`src/include/tx_shaping_pkg.sv`:
```
// package of the transmitter waveform shaping configuration bank
// assumes a byte-wide register per aligned apb word
package tx_shaping_pkg;

	// ****************************************************
	// bus and register map
	// ****************************************************
	localparam int          APB_ADDR_W = 16;
	localparam int          IDX_W      = APB_ADDR_W - 2;
	localparam int          NUM_REGS   = 13;
	localparam logic [13:0] IDX_EDGE_LEN  = 14'h0515;
	localparam logic [13:0] IDX_RESIDUAL  = 14'h0516;
	localparam logic [13:0] IDX_SCHEME    = 14'h058C;
	localparam logic [13:0] IDX_INV_PHASE = 14'h058D;
	localparam logic [13:0] IDX_CLK_ONE   = 14'h058E;
	localparam logic [13:0] IDX_CLK_TWO   = 14'h058F;
	localparam logic [13:0] IDX_GSN_MOD   = 14'h0590;
	localparam logic [13:0] IDX_GSN_CW    = 14'h0591;
	localparam logic [13:0] IDX_GSP       = 14'h0592;
	localparam logic [13:0] IDX_FRC_ZERO  = 14'h0593;
	localparam logic [13:0] IDX_SCALE     = 14'h0594;
	localparam logic [13:0] IDX_PH_TENS   = 14'h0595;
	localparam logic [13:0] IDX_PH_UNITS  = 14'h0596;
	// slot numbers inside the bank
	localparam logic [3:0]  SLOT_EDGE_LEN = 4'h0;
	localparam logic [3:0]  SLOT_RESIDUAL = 4'h1;
	localparam logic [3:0]  SLOT_SCHEME   = 4'h2;
	localparam logic [3:0]  SLOT_INV      = 4'h3;

	// ****************************************************
	// writable bit masks and values after reset
	// ****************************************************
	localparam logic [7:0] REG_MASK [NUM_REGS] = '{
		8'h9F, 8'hFF, 8'h01, 8'h33, 8'h77, 8'h77, 8'h1F,
		8'h1F, 8'h1F, 8'h7F, 8'hFF, 8'h1F, 8'h0F};
	localparam logic [7:0] REG_RESET  = 8'h00;

	// ****************************************************
	// field positions
	// ****************************************************
	localparam int EDGE_DOUBLE_BIT = 7;
	localparam int EDGE_COUNT_MSB  = 4;
	localparam int SCHEME_BIT      = 0;
	localparam int INV_ONE_BIT     = 5;
	localparam int INV_TWO_BIT     = 4;
	localparam int PHASE_ONE_BIT   = 1;
	localparam int PHASE_TWO_BIT   = 0;
	localparam logic [7:0] AMPL_FULL = 8'hFF;

	// ****************************************************
	// types
	// ****************************************************
	typedef enum logic [1:0] {
		ST_ON   = 2'b00,
		ST_FALL = 2'b01,
		ST_OFF  = 2'b11,
		ST_RISE = 2'b10
	} edge_state_t;

	typedef struct packed {
		logic mid;
		logic level;
	} drv_t;

	typedef struct packed {
		edge_state_t state;
		logic [4:0]  step;
		logic [7:0]  amplitude;
	} shape_t;

	typedef struct packed {
		logic [2:0] carrier_clock_select;
		logic [2:0] modulation_clock_select;
		logic [2:0] default_clock_select;
		logic [2:0] transition_clock_select;
		logic [4:0] low_side_strength_modulated;
		logic [4:0] low_side_strength_carrier;
		logic [4:0] high_side_strength;
		logic [6:0] force_zero_threshold;
		logic [7:0] target_scale;
		logic [4:0] phase_shift_tens;
		logic [3:0] phase_shift_units;
	} tx_raw_t;

endpackage

```
`src/hw/tx_waveform_shaping_config.sv`:
```
// apb register bank and edge sequencer for the transmitter drivers
// assumes carrier, carrier tick and modulation request come from
// logic on pclk; bus master follows apb with one setup cycle
// assumes clk_en on the same clock; low freezes the bus as well
// Behaviour
// double flag set: each transition state lasts two carrier cycles, else one
// five-bit count sets number of states in rising and falling edges
// scheme bit zero gives three driver levels, one gives two levels
// first driver output inverted when its inversion bit is set
// second driver output inverted when its inversion bit is set
// first driver carrier shifted half a period when its phase bit set
// second driver carrier shifted half a period when its phase bit set
// software writes reserved bits as zero and ignores their read value
`timescale 1ns/1ps
`default_nettype none

module tx_waveform_shaping_config (
	// clock, reset, enable
	input  wire logic                                pclk,
	input  wire logic                                presetn,
	input  wire logic                                clk_en,
	// apb slave
	input  wire logic                                psel,
	input  wire logic                                penable,
	input  wire logic                                pwrite,
	input  wire logic [tx_shaping_pkg::APB_ADDR_W-1:0] paddr,
	input  wire logic [31:0]                         pwdata,
	input  wire logic [3:0]                          pstrb,
	output logic      [31:0]                         prdata,
	output logic                                     pready,
	output logic                                     pslverr,
	// transmitter timing
	input  wire logic                                carrier_in,
	input  wire logic                                carrier_tick,
	input  wire logic                                mod_request,
	// driver outputs
	output tx_shaping_pkg::drv_t                     first_antenna_driver,
	output tx_shaping_pkg::drv_t                     second_antenna_driver,
	output tx_shaping_pkg::shape_t                   shape,
	output tx_shaping_pkg::tx_raw_t                  raw_fields
);
	import tx_shaping_pkg::*;

	// ****************************************************
	// address decode
	// ****************************************************

	// bank layout, byte address is four times the index
	//   slot 0   index 0x515  edge length, double flag and count
	//   slot 1   index 0x516  residual amplitude in pause
	//   slot 2   index 0x58C  driver level scheme
	//   slot 3   index 0x58D  driver inversion and phase
	//   slot 4   index 0x58E  carrier and modulation clock select
	//   slot 5   index 0x58F  default and transition clock select
	//   slot 6   index 0x590  low side strength, modulated
	//   slot 7   index 0x591  low side strength, carrier
	//   slot 8   index 0x592  high side strength
	//   slot 9   index 0x593  force zero threshold
	//   slot 10  index 0x594  target scale
	//   slot 11  index 0x595  phase shift tens
	//   slot 12  index 0x596  phase shift units
	// misaligned or unmapped addresses answer with pslverr
	// the gap between the two groups is not decoded

	// index is the word address; the range test covers the
	// contiguous global group in one compare pair
	// maps a byte address to {hit, slot}
	function automatic logic [4:0] decode_slot(input logic [APB_ADDR_W-1:0] a);
		logic [IDX_W-1:0] idx;
		logic [IDX_W-1:0] ofs;
		idx = a[APB_ADDR_W-1:2];
		ofs = idx - IDX_SCHEME;
		decode_slot = 5'h00;
		if (a[1:0] != 2'b00) begin
			decode_slot = 5'h00;
		end else if (idx == IDX_EDGE_LEN) begin
			decode_slot = {1'b1, SLOT_EDGE_LEN};
		end else if (idx == IDX_RESIDUAL) begin
			decode_slot = {1'b1, SLOT_RESIDUAL};
		end else if (idx >= IDX_SCHEME && idx <= IDX_PH_UNITS) begin
			decode_slot = {1'b1, 4'(ofs[3:0] + SLOT_SCHEME)};
		end
	endfunction

	logic [7:0]  reg_q [NUM_REGS];
	logic        ready_q;
	logic        ready_d;
	logic        slverr_q;
	logic [31:0] rdata_q;
	logic [31:0] rdata_d;
	wire  [4:0]  dec     = decode_slot(paddr);
	wire         hit     = dec[4];
	wire  [3:0]  slot    = dec[3:0];
	wire         access  = psel & penable;
	wire         finish  = access & ready_q;
	wire         wr_go   = finish & pwrite & hit & pstrb[0];

	// bus timing, one wait state per transfer:
	//   setup cycle, psel high and penable low
	//   first access cycle, pready still low
	//   second access cycle, pready high with data or error
	// write lands on the edge that samples pready high
	// pstrb[0] low drops the write without error
	// low clk_en holds pready at its current value, so a pready still low stretches the access

	// answer one cycle into the access phase
	assign ready_d = access & ~ready_q;
	assign rdata_d = (hit & ~pwrite) ? {24'h000000, reg_q[slot]} : 32'h00000000;

	// ****************************************************
	// bus response flops
	// ****************************************************

	// read data is forced to zero outside the answer cycle,
	// so a stale value never shows on prdata
	// pslverr rides with pready on an unmapped address
	// ready, error and read data registered
	always_ff @(posedge pclk or negedge presetn) begin
		if (!presetn) begin
			ready_q  <= 1'b0;
			slverr_q <= 1'b0;
			rdata_q  <= 32'h00000000;
		end else if (clk_en) begin
			ready_q  <= ready_d;
			slverr_q <= ready_d & ~hit;
			rdata_q  <= ready_d ? rdata_d : 32'h00000000;
		end
	end

	assign prdata  = rdata_q;
	assign pready  = ready_q;
	assign pslverr = slverr_q;

	// ****************************************************
	// register storage
	// ****************************************************

	// every slot clears to zero on reset; the bank holds no
	// default image, so software loads it after each reset
	// writes touch only the low byte of pwdata
	// one write enable per slot, matched on the decoded slot
	// reserved bits never stored, so they read as zero
	genvar gi;
	generate
		for (gi = 0; gi < NUM_REGS; gi = gi + 1) begin : g_reg
			always_ff @(posedge pclk or negedge presetn) begin
				if (!presetn) begin
					reg_q[gi] <= REG_RESET;
				end else if (clk_en && wr_go && slot == 4'(gi)) begin
					reg_q[gi] <= pwdata[7:0] & REG_MASK[gi];
				end
			end
		end
	endgenerate

	// ****************************************************
	// configuration fields
	// ****************************************************

	// shaping field positions come from the package; reserved bits
	// are already zero in storage, so no masking here
	// shaping controls taken from the bank
	wire        edge_double  = reg_q[SLOT_EDGE_LEN][EDGE_DOUBLE_BIT];
	wire  [4:0] edge_count   = reg_q[SLOT_EDGE_LEN][EDGE_COUNT_MSB:0];
	wire  [7:0] residual     = reg_q[SLOT_RESIDUAL];
	wire        two_level    = reg_q[SLOT_SCHEME][SCHEME_BIT];
	wire        inv_one      = reg_q[SLOT_INV][INV_ONE_BIT];
	wire        inv_two      = reg_q[SLOT_INV][INV_TWO_BIT];
	wire        phase_one    = reg_q[SLOT_INV][PHASE_ONE_BIT];
	wire        phase_two    = reg_q[SLOT_INV][PHASE_TWO_BIT];

	// raw analog fields, one named wire per field
	wire  [2:0] sel_carrier      = reg_q[4][6:4];
	wire  [2:0] sel_modulation   = reg_q[4][2:0];
	wire  [2:0] sel_default      = reg_q[5][6:4];
	wire  [2:0] sel_transition   = reg_q[5][2:0];
	wire  [4:0] strength_low_mod = reg_q[6][4:0];
	wire  [4:0] strength_low_car = reg_q[7][4:0];
	wire  [4:0] strength_high    = reg_q[8][4:0];
	wire  [6:0] zero_threshold   = reg_q[9][6:0];
	wire  [7:0] scale_target     = reg_q[10];
	wire  [4:0] shift_tens       = reg_q[11][4:0];
	wire  [3:0] shift_units      = reg_q[12][3:0];

	// raw analog fields registered, one clock behind the bank
	always_ff @(posedge pclk or negedge presetn) begin
		if (!presetn) begin
			raw_fields <= '0;
		end else if (clk_en) begin
			raw_fields <= '{
				carrier_clock_select:        sel_carrier,
				modulation_clock_select:     sel_modulation,
				default_clock_select:        sel_default,
				transition_clock_select:     sel_transition,
				low_side_strength_modulated: strength_low_mod,
				low_side_strength_carrier:   strength_low_car,
				high_side_strength:          strength_high,
				force_zero_threshold:        zero_threshold,
				target_scale:                scale_target,
				phase_shift_tens:            shift_tens,
				phase_shift_units:           shift_units};
		end
	end

	// ****************************************************
	// edge sequencer
	// ****************************************************

	edge_state_t state_q;
	edge_state_t state_d;
	logic [4:0]  step_q;
	logic [4:0]  step_d;
	logic        dwell_q;
	logic        dwell_d;

	// state codes step one bit at a time around the loop:
	//   on 00, fall 01, off 11, rise 10
	// so a late sample never sees a code off the path, except when a count of zero jumps between on 00 and off 11

	// sequencer walk, count two, no doubling:
	//   on with mod_request high, fall step 0 next edge
	//   carrier tick, fall step 1
	//   carrier tick, off, drivers paused
	//   off with mod_request low, rise step 0
	//   two more ticks, back to on
	// a count of zero skips the edge states both ways
	// mod_request is only looked at in the on and off states
	// doubling holds each step for two ticks via dwell_q

	// a state ends after one tick, or two when doubling
	wire state_done = carrier_tick & (~edge_double | dwell_q);
	// last of the counted states, forced true when count is zero
	wire last_step  = (edge_count == 5'h00) |
	                  (step_q == 5'(edge_count - 5'h01));
	wire in_edge    = (state_q == ST_FALL) | (state_q == ST_RISE);

	// next state of the sequencer
	always_comb begin
		state_d = state_q;
		step_d  = step_q;
		dwell_d = dwell_q;
		unique case (state_q)
			ST_ON: begin
				if (mod_request) begin
					state_d = (edge_count == 5'h00) ? ST_OFF : ST_FALL;
					step_d  = 5'h00;
					dwell_d = 1'b0;
				end
			end
			ST_FALL, ST_RISE: begin
				if (carrier_tick) begin
					dwell_d = edge_double & ~dwell_q;
				end
				if (state_done) begin
					dwell_d = 1'b0;
					if (last_step) begin
						state_d = (state_q == ST_FALL) ? ST_OFF : ST_ON;
						step_d  = 5'h00;
					end else begin
						step_d  = step_q + 5'h01;
					end
				end
			end
			ST_OFF: begin
				if (!mod_request) begin
					state_d = (edge_count == 5'h00) ? ST_ON : ST_RISE;
					step_d  = 5'h00;
					dwell_d = 1'b0;
				end
			end
		endcase
	end

	// sequencer flops
	always_ff @(posedge pclk or negedge presetn) begin
		if (!presetn) begin
			state_q <= ST_ON;
			step_q  <= 5'h00;
			dwell_q <= 1'b0;
		end else if (clk_en) begin
			state_q <= state_d;
			step_q  <= step_d;
			dwell_q <= dwell_d;
		end
	end

	// ****************************************************
	// shape report
	// ****************************************************

	// shape reports state and step one clock late, for the
	// analog ramp that realises the edge; amplitude is full
	// in the on state and the residual level elsewhere
	// amplitude target of the current state
	wire [7:0] ampl_d = (state_q == ST_OFF) ? residual :
	                    in_edge             ? residual : AMPL_FULL;

	always_ff @(posedge pclk or negedge presetn) begin
		if (!presetn) begin
			shape <= '{state: ST_ON, step: 5'h00, amplitude: AMPL_FULL};
		end else if (clk_en) begin
			shape <= '{state: state_q, step: step_q, amplitude: ampl_d};
		end
	end

	// ****************************************************
	// antenna drivers
	// ****************************************************

	// driver levels per state and scheme:
	//   on or edge         level follows carrier, mid low
	//   off, three levels  level low, mid high
	//   off, two levels    level low, mid low
	// inversion applies last, so an inverted driver idles high
	// phase shift is carrier inversion, exact on a square carrier
	// drivers lag carrier_in by one clock, as shape lags state

	// carrier of each driver, half period shift by inversion of phase
	wire car_one   = carrier_in ^ phase_one;
	wire car_two   = carrier_in ^ phase_two;
	wire paused    = (state_q == ST_OFF);
	// three levels park at mid during the pause, two levels drive low
	wire mid_d     = ~two_level & paused;
	wire lvl_one   = ~paused & car_one;
	wire lvl_two   = ~paused & car_two;

	// driver flops with output inversion
	always_ff @(posedge pclk or negedge presetn) begin
		if (!presetn) begin
			first_antenna_driver  <= '0;
			second_antenna_driver <= '0;
		end else if (clk_en) begin
			first_antenna_driver  <= '{mid: mid_d, level: lvl_one ^ inv_one};
			second_antenna_driver <= '{mid: mid_d, level: lvl_two ^ inv_two};
		end
	end

endmodule

`default_nettype wire

```
`config.mk`:
```
export PLATFORM = sky130hd
export DESIGN_NAME = tx_waveform_shaping_config
export DESIGN_NICKNAME = d
export VERILOG_FILES = /design/src/include/tx_shaping_pkg.sv /design/src/hw/tx_waveform_shaping_config.sv
export SDC_FILE = /design/constraint.sdc
export NUM_CORES = 1
export LEC_CHECK = 0
export BUFFER_PORTS_ARGS = -buffer_cell sky130_fd_sc_hd__buf_2
export CAP_MARGIN = 20
export CORE_MARGIN = 3
export CORE_UTILIZATION = 38
export CTS_CLUSTER_SIZE = 20
export DETAILED_ROUTE_END_ITERATION = 10
export GPL_TIMING_DRIVEN = 1
export PLACE_DENSITY = 0.65
export SETUP_SLACK_MARGIN = 0.3
export SLEW_MARGIN = 20
export SYNTH_ARGS = -nofsm -noshare
export SYNTH_HDL_FRONTEND = slang
export SYNTH_SLANG_ARGS = --single-unit
export TNS_END_PERCENT = 30
```
`constraint.sdc`:
```
create_clock -name pclk -period 5.98 [get_ports pclk]
set_input_delay 0.299 -clock pclk [delete_from_list [all_inputs] [get_ports pclk]]
set_output_delay 0.299 -clock pclk [all_outputs]
set_load 0.05 [all_outputs]
```
==> results.txt, run 1 <==
final setup margin - 3.270 ns
Worst Path Max Fanout - 9
ranking of synthesized cells by area - dfrtp_1, mux2_2, dfstp_2
Clock Tree Root - clkbuf_16
clock-pin slew on the worst setup and hold paths - 0.07 ns
Critical Path AT - 3.02 ns
die area - 20,960 µm²
global-route wire length before repair - 28,780 µm
max_slew headroom - 0.2770
DR vias - 5,072
initial antenna violation count - 1
Placer Congestion - 0.9099
first-pass iteration count of the detailed router - 4
Final Cell Area - 8675 µm²
wire length per cell - 18.79 µm
gr usage total - 0.1815
ys flop type - dfrtp_1
Hold Crit Class - primary input to register
Area Growth Syn to Fin - 18.53%
Skew-Pair Late Insertion Delay - 0.43 ns
final hold violation count - 0
Crit Path Category - primary input to register
vias in the first global route - 4,975
crit share post-route - 0.4532
post_cts resized - 0
Area after DPL - 8060 µm²
Yosys top cell by area - dfrtp_1
sequential element share of the synthesized area - 0.5382
Worst path most repeated cell - nand2_1
Core ar. - 18,830 µm²
CP startpoint - paddr[3]
layout cell share with drive strength beyond 1 - 0.3902
Synth top cells by count - dfrtp_1, mux2_2, nor2_1
most frequent cell after synthesis - dfrtp_1
yosys warns - 0
register area - 3939 µm²
share of the synthesized area in the top cell type - 0.5095
gr ovfl total - 0
CP Cell Sequence - buf_2, inv_1, ha_1, xor2_1, nand2_1, or3_1, nor3_1, nand2_1, mux2_2
Syn Inst Count - 605
DR DRC count - 0
CP bufs+invs - 2
via/cell ratio - 5.108
cell family with most CP delay - simple AND/OR/NAND/NOR gates
WL final - 18,660 µm
FF+latch count, synth - 157
Multi-input gate area - 3147 µm²
Nets - 788
Setup Slack @ Placement - 2.722 ns
Max Freq - 369.0 MHz
CP max stage delay - 0.55 ns
# rows - 50
slowest CP cell - xor2_1
CTS Buf Count - 17
Die W - 144.8 µm
CTS tree - built
max-slew violations - 0
Die H - 144.8 µm
antenna-violating nets left - 0
HPWL after detailed placement - 13,490 µm
worst r2r src - edge_count[0]
Worst setup EP type - register
largest net degree at the start of global routing - 86
Avg Cell Area, Syn - 12.10 µm²
unique cell type count in the Yosys netlist - 65
RSZ-0062 raised after global routing - false
Startpoint Class - primary input
Peak VDD IR - 0.0002038 V
Async SR Flop Fraction - 1.000
initial cell density of the core - 0.3886
worst-case clock skew - 0.007422 ns
antenna cells - 0
Bufs on Longest Clock Path - 2
Post-synth EDFFs - 0
CP Data Required Time - 6.29 ns
TritonCTS sink count - 157
Hold Crit Start - pwdata[7]
Power Dens Cells - 312.6 nW/µm²
Post-Route Setup TNS - 0 ns
LEAKAGE - 4.423 nW
number of I/O port buffers - 113
Max-cap violations - 0
final setup fails - 0
status - complete, no violations
Fillers - 1,759
fin crit period - 2.710 ns
initial drt markers - 300
H-tree depth - 4
Ports - 165
Worst Max-Slew Pin Slew - 1.085 ns
Post-Syn Area - 7318 µm²
## worst paths after layout
path | endpoint | slack [ns] | cells after the start
worst max-delay path | reg_q[51] | 3.27 | 9
worst min-delay path | scale_target[7] | 0.14 | 2
worst max register to register | state_q[1] | 3.71 | 10
worst min register to register | shape[4] | 0.49 | 2
max in group asynchronous | reg_q[34] | 4.28 | 3
min in group asynchronous | raw_fields[22] | 0.46 | 2
## state kept, by name, indices dropped and copies added (netlist names), 5 cells and up
signal,cells
scale_target,8
residual,8
edge_count,5
shape,15
prdata,8
reg_q,44
raw_fields,51
step_q,5
## metal layers
metal | up-vias | GRT usage | part of all wire
li1 | 2377 | - | -
met1 | 2499 | 0.2584 | 0.46
met2 | 173 | 0.2816 | 0.47
met3 | 21 | 0.03582 | 0.049
met4 | 2 | 0.05547 | 0.016
met5 | - | 0 | 0.00059
## power by group
part | internal, mW | leakage (nW) | switching (mW)
logic | 0.108 | 1.99 | 0.359
registers | 1.13 | 2.15 | 0.0304
clock network | 0.640 | 0.283 | 0.442
## cell families (layout without fill, tap and decap cells)
family | count (synthesis) | count (layout) | synth area share
buffers and inverters | 60 | 165 | 0.04360
AND/OR/NAND/NOR | 137 | 137 | 0.09591
other | 1 | 24 | 0.0005124
adder cells (fa/ha/maj) | 7 | 7 | 0.01197
XOR/XNOR | 9 | 9 | 0.01077
flip-flops | 157 | 157 | 0.5382
multiplexers | 133 | 133 | 0.2043
AO/OA/AOI/OAI | 101 | 101 | 0.09472
## timing repair
| action | in CTS | in global routing |
|---|---|---|
| hold endpoints to repair | 64 | 0 |
| endpoints found under the setup margin | 0 | 0 |
| hold buffers | 1 | 0 |
| setup buffers | 0 | 0 |
## stage by stage
step                      instances  power [mW]  hold WS (ns)  utilization
after floorplan                 628       1.541      0.003409            -
after global placement          959       1.650        0.3532       0.4280
after detailed placement        959       1.656        0.3603       0.4280
after CTS                       992       2.748        0.1285       0.4601
after global routing            993       2.833        0.1473       0.4607
final                           993       2.712        0.1402       0.4607
## placed cells by master (no fill, tap or decap), types with 5 or more instances in the layout
cell,count
a21oi_1,22
a31oi_1,5
buf_2,111
clkbuf_16,17
conb_1,24
dfrtp_1,149
dfstp_2,8
ha_1,7
inv_1,16
mux2_1,15
mux2_2,116
nand2_1,31
nand2b_1,5
nand3_1,6
nor2_1,56
nor3_1,11
o21ai_0,17
o22ai_1,9
xnor2_1,6
## cell type report
cell class	count	area share
Multi-Input combinational cell	411	0.3628
Sequential cell	157	0.4541
Inverter	16	0.006923
Tap cell	260	0.03750
Clock inverter	12	0.01572
Clock buffer	20	0.05265
Timing Repair Buffer	117	0.07039
No activity file was read; power rests on OpenSTA's default activity.
==> run 2: changes to the inputs <==
PLACE_DENSITY = 0.68   (was 0.65)
clock period = 2.42 ns   (was 5.98 ns; I/O delays follow)
==> run 2 against run 1 <==
Against the previous run:
- utilization grew 2.9 points
- clock skew barely moved
- first-iteration DRC count is 8.7% lower
- highest routed layer unchanged
==> results.txt, run 2 (synthesized netlist as in run 1, its figures left out) <==
status - complete, no violations
Largest Register - raw_fields
HPWL after detailed placement - 14,150 µm (+4.9%)
worst-case clock skew - 0.006952 ns (-0.0004702 ns)
max_slew headroom - 0.4848 (+0.2078)
Startpoint Class - primary input
LEAKAGE - 4.733 nW (+7.0%)
initial antenna violation count - 1 (unchanged)
antenna-violating nets left - 0 (unchanged)
number of I/O port buffers - 113 (unchanged)
Hold Crit Class - primary input to register
Skew-Pair Late Insertion Delay - 0.43 ns (about the same)
final hold violation count - 0 (unchanged)
Post-Route Setup TNS - 0 ns (unchanged)
H-tree depth - 4 (unchanged)
commonest non-fill, non-tap cells in the layout - dfrtp_1, mux2_2, buf_2, nor2_1, buf_4
max FFs per register - 51 (unchanged)
Fillers - 1,692 (-3.8%)
register area - 3939 µm² (unchanged)
max-slew violations - 0 (unchanged)
Area after DPL - 8556 µm² (+6.1%)
hold path cells - 2 (unchanged)
initial drt markers - 274 (-8.7%)
initial cell density of the core - 0.3886 (unchanged)
cell family with most CP delay - simple AND/OR/NAND/NOR gates
Worst Max-Slew Pin Slew - 0.7729 ns (-0.3117 ns)
clock-pin slew on the worst setup and hold paths - 0.06 ns (about the same)
DR vias - 5,333 (+5.1%)
first-pass iteration count of the detailed router - 4 (unchanged)
vias in the first global route - 5,279 (+6.1%)
die area - 20,960 µm² (unchanged)
crit share post-route - 0.8671
Die W - 144.8 µm (unchanged)
Multi-input gate area - 3201 µm² (+1.7%)
final setup fails - 0 (unchanged)
Die H - 144.8 µm (unchanged)
Core ar. - 18,830 µm² (unchanged)
RSZ-0062 raised after global routing - true
# rows - 50 (unchanged)
Clock Tree Root - clkbuf_16
Bufs on Longest Clock Path - 2 (unchanged)
Ports - 165 (unchanged)
r2r worst-path depth - 4 (-6)
CTS Buf Count - 17 (unchanged)
global-route wire length before repair - 29,820 µm (+3.6%)
Placer Congestion - 0.9378 (+3.1%)
most common cell after layout, fill and taps aside - dfrtp_1
Area Growth Syn to Fin - 26.04%
Max-cap violations - 0 (unchanged)
CTS tree - built
Crit Path Category - primary input to register
final setup margin - 0.3217 ns (-2.948 ns)
TritonCTS sink count - 157 (unchanged)
Peak VDD IR - 0.0004956 V (+140%)
Max Freq - 476.6 MHz
Final Core Density - 0.4898 (+0.02917)
layout cell share with drive strength beyond 1 - 0.4432 (+0.05300)
WL final - 19,260 µm (+3.2%)
CP bufs+invs - 1 (-1)
fin crit period - 2.098 ns
wire length per cell - 18.31 µm (-2.6%)
largest net degree at the start of global routing - 81 (-5.8%)
CP Cell Sequence - buf_2, and4bb_1, and4b_1, o21ai_2, or3_4, nor4_4, nand2_2, mux2_1
DR DRC count - 0 (unchanged)
Worst setup EP type - register
Power Dens Cells - 723.6 nW/µm² (+130%)
Crit. path cell count - 8 (-1)
CP Data Required Time - 2.72 ns (-3.57 ns)
Final Cell Area - 9224 µm² (+6.3%)
Worst Path Max Fanout - 8 (-1)
gr ovfl total - 0 (unchanged)
Setup Slack @ Placement - -0.1579 ns (-2.880 ns)
Nets - 847 (+7.5%)
gr usage total - 0.1889 (+0.007424)
slowest CP cell - or3_4
antenna cells - 0 (unchanged)
CP max stage delay - 0.42 ns (-0.13 ns)
Critical Path AT - 2.40 ns (-0.62 ns)
Top Registers - raw_fields: 51 flops, reg_q: 44 flops, shape: 15 flops
via/cell ratio - 5.069 (-0.75%)
-- run 2: changes by cell type in the layout (fill, tap and decap cells not counted), moves of 2 or more --
cell | before | now
buf_4 | 2 | 55
inv_6 | 3 | 0
clkinv_2 | 2 | 4
buf_12 | 0 | 6
dlygate4sd3_1 | 1 | 3
clkbuf_1 | 1 | 3
-- run 2: per-stage QoR --
stage | hold slack (ns) | cells | power, mW
global placement | 0.2162 | 1014 | 4.103
floorplan | -0.1746 | 628 | 3.808
CTS | 0.009600 | 1049 | 6.722
global route | 0.02049 | 1052 | 6.960
finish | 0.02682 | 1052 | 6.675
detailed placement | 0.2160 | 1014 | 4.122
-- run 2: path summary, 6_finish.rpt --
check	from	to	slack, ns
max	paddr[8]	scale_target[6]	0.32
min reg2reg	shape[1]	shape[1]	0.49
min	pwdata[5]	scale_target[5]	0.03
min in group asynchronous	presetn	raw_fields[6]	0.29
max reg2reg	pready	reg_q[1]	0.46
max in group asynchronous	presetn	reg_q[25]	1.41
-- run 2: worst reg2reg max path: stages, from the launching register on --
cell	delay [ns]
dfrtp_1	0.39
nand4_1	0.37
nor3_2	0.33
nor4b_4	0.38
mux2_2	0.39
-- run 2: per-layer routing --
metal | global-route usage | share of wire | up-vias | wire length, µm
met1 | 0.2602 | 0.45 | 2642 | 8761
met4 | 0.06235 | 0.022 | 2 | 416
li1 | - | - | 2501 | -
met3 | 0.04634 | 0.050 | 33 | 971
met5 | 0 | 0.00068 | - | 13
met2 | 0.2939 | 0.47 | 155 | 9094
-- run 2: final cells by class --
class,count,share of cell area
clock inverters,11,0.01289
inverters,16,0.006511
well taps,260,0.03527
multi-input cells,411,0.3470
clock buffers,21,0.04883
flip-flops and latches,157,0.4270
repair buffers,176,0.1225
-- run 2: repair_timing --
action	in CTS	in global routing
endpoints found under the setup margin	6	30
hold endpoints to repair	75	0
hold buffers	3	0
pin swaps	0	2
buffers inserted	0	3
resized for setup	3	9
-- run 2: where the power goes --
| part | switching, mW | internal [mW] |
|---|---|---|
| sequential | 0.0799 | 2.80 |
| combinational | 0.908 | 0.302 |
| clock | 1.05 | 1.54 |
==> run 3: changes to the inputs <==
CTS_BUF_LIST = sky130_fd_sc_hd__clkbuf_16   (was default)
==> run 3 against run 2 <==
Against the previous run:
- global-route usage unchanged
- critical path depth stayed put
- hold slack about the same
- final cell count stayed put
- non-clock buffer count is the same
- clock power fell by 2%
- worst setup slack is essentially flat
- critical endpoint is now reg_q[8]
==> results.txt, run 3 (synthesized netlist as in run 1, its figures left out) <==
Startpoint Class - primary input
max-slew violations - 0 (unchanged)
Metal-1 WL - 8700 µm (-0.70%)
worst setup path endpoint - reg_q[8]
layout cell share with drive strength beyond 1 - 0.4419 (-0.001263)
Hold Crit Class - primary input to register
Reg2Reg Setup Slack - 0.46 ns (about the same)
Max Freq - 476.5 MHz (about the same)
Flop pwr share - 0.434 (+0.003)
Max-cap violations - 0 (unchanged)
H-tree depth - 4 (unchanged)
most common cell after layout, fill and taps aside - dfrtp_1
CTS Buf Count - 17 (unchanged)
Met2 Wirelength - 9118 µm (+0.26%)
Logic pwr share - 0.182 (about the same)
Area after DPL - 8556 µm² (unchanged)
Critical Path AT - 2.41 ns (about the same)
antenna-violating nets left - 0 (unchanged)
r2r worst-path depth - 4 (unchanged)
Largest Register - raw_fields
Ports - 165 (unchanged)
Power Dens Cells - 719.7 nW/µm² (-0.55%)
Clock Tree Root - clkbuf_16
Placer Congestion - 0.9378 (unchanged)
DR vias - 5,371 (+0.71%)
vias in the first global route - 5,279 (unchanged)
hold path cells - 2 (unchanged)
Worst Max-Slew Pin Slew - 0.7736 ns (+0.0007362 ns)
routed wl met3 - 1040 µm (+7.1%)
Crit Reg-Reg Endpoint - reg_q[1]
number of I/O port buffers - 113 (unchanged)
crit share post-route - 0.8673 (about the same)
Non-Filler Instances - 1,052 (unchanged)
LEAKAGE - 4.740 nW (+0.14%)
antenna cells - 0 (unchanged)
initial cell density of the core - 0.3886 (unchanged)
CP Data Required Time - 2.73 ns (about the same)
DR DRC count - 0 (unchanged)
Core ar. - 18,830 µm² (unchanged)
WL final - 19,260 µm (unchanged)
Die W - 144.8 µm (unchanged)
CP bufs+invs - 1 (unchanged)
Final Core Density - 0.4893 (-0.0005320)
Setup Slack @ Placement - -0.1579 ns (unchanged)
P_int - 4.595 mW (-0.96%)
CTS tree - built
cell family with most CP delay - simple AND/OR/NAND/NOR gates
Skew-Pair Late Insertion Delay - 0.43 ns (about the same)
worst r2r src - pready
gr usage total - 0.1889 (unchanged)
max FFs per register - 51 (unchanged)
slowest CP cell - or3_4
Nets - 847 (unchanged)
DP Cell Count - 1,014 (unchanged)
RSZ-0062 raised after global routing - true
final setup fails - 0 (unchanged)
initial drt markers - 252 (-8.0%)
Top Registers - raw_fields: 51 flops, reg_q: 44 flops, shape: 15 flops
CP startpoint - paddr[8]
first-pass iteration count of the detailed router - 4 (unchanged)
Bufs on Longest Clock Path - 2 (unchanged)
initial antenna violation count - 1 (unchanged)
gr ovfl total - 0 (unchanged)
largest net degree at the start of global routing - 81 (unchanged)
Sw Pwr - 2.036 mW (about the same)
Final Cell Area - 9214 µm² (-0.11%)
HPWL after detailed placement - 14,150 µm (unchanged)
wire length per cell - 18.31 µm (unchanged)
top sig layer - met5
final setup margin - 0.3212 ns (-0.0004430 ns)
TritonCTS sink count - 157 (unchanged)
global-route wire length before repair - 29,820 µm (unchanged)
clock power share - 0.383 (-0.004)
CP max stage delay - 0.42 ns (about the same)
final hold violation count - 0 (unchanged)
Worst Path Max Fanout - 7 (-1)
die area - 20,960 µm² (unchanged)
via/cell ratio - 5.106 (+0.71%)
Area Growth Syn to Fin - 25.90%
worst-case clock skew - 0.007218 ns (+0.0002665 ns)
clock-pin slew on the worst setup and hold paths - 0.06 ns (about the same)
CP Cell Sequence - buf_2, and4bb_1, and4b_1, o21ai_2, or3_4, nor4_4, nand2_1, mux2_1
# rows - 50 (unchanged)
WHS - 0.02658 ns (-0.0002348 ns)
Die H - 144.8 µm (unchanged)
Crit Path Category - primary input to register
Net Sw Frac - 0.3071 (+0.002147)
Peak VDD IR - 0.0004957 V (about the same)
status - complete, no violations
commonest non-fill, non-tap cells in the layout - dfrtp_1, mux2_2, buf_2, nor2_1, buf_4
fin crit period - 2.099 ns (+0.0004430 ns)
Crit. path cell count - 8 (unchanged)
Worst setup EP type - register
max_slew headroom - 0.4843 (-0.0004910)
[run 3: worst min-delay path by stage]
| stage | start | to | slack [ns] |
|---|---|---|---|
| after CTS | pwdata[5] | scale_target[5] | 0.009 |
| final | pwdata[5] | scale_target[5] | 0.03 |
| after global routing | pwdata[5] | reg_q[29] | 0.02 |
| after detailed placement | presetn | raw_fields[6] | 0.22 |
| after global placement | presetn | raw_fields[6] | 0.22 |
| after floorplan | presetn | dwell_q | -0.17 |
[run 3: area by class of cell]
type,count,area (µm²)
Fill cell,1696,9617
Multi-Input combinational cell,411,3201
Inverter,16,60.06
Tap cell,260,325.3
Timing Repair Buffer,176,1130
Sequential cell,157,3939
Clock inverter,15,133.9
Clock buffer,17,425.4
[run 3: per-stage QoR]
stage / power, mW / setup TNS, ns
CTS: 6.677 / 0
global route: 6.915 / 0
finish: 6.631 / 0
detailed placement: 4.122 / -1.923
floorplan: 3.808 / 0
global placement: 4.103 / -1.560
[run 3: repair_timing]
item,in CTS,in global routing
resized for setup,3,9
hold buffers,3,0
setup buffers,0,3
pin swaps,0,2
cloned,0,0
endpoints found under the setup margin,6,31
hold endpoints to repair,75,0
[run 3: layer usage]
layer,vias to the layer above,GRT usage
met5,-,0
met4,2,0.06235
li1,2504,-
met3,31,0.04634
met1,2670,0.2602
met2,164,0.2939
[run 3: power groups by stage]
stage	clock, mW	sequential, mW	combinational (mW)
4_1_cts	2.59	2.88	1.20
5_1_grt	2.70	2.90	1.32
3_3_place_gp	0	2.92	1.18
3_5_place_dp	0	2.93	1.19
6_report	2.54	2.88	1.21
2_1_floorplan	0	3.28	0.524
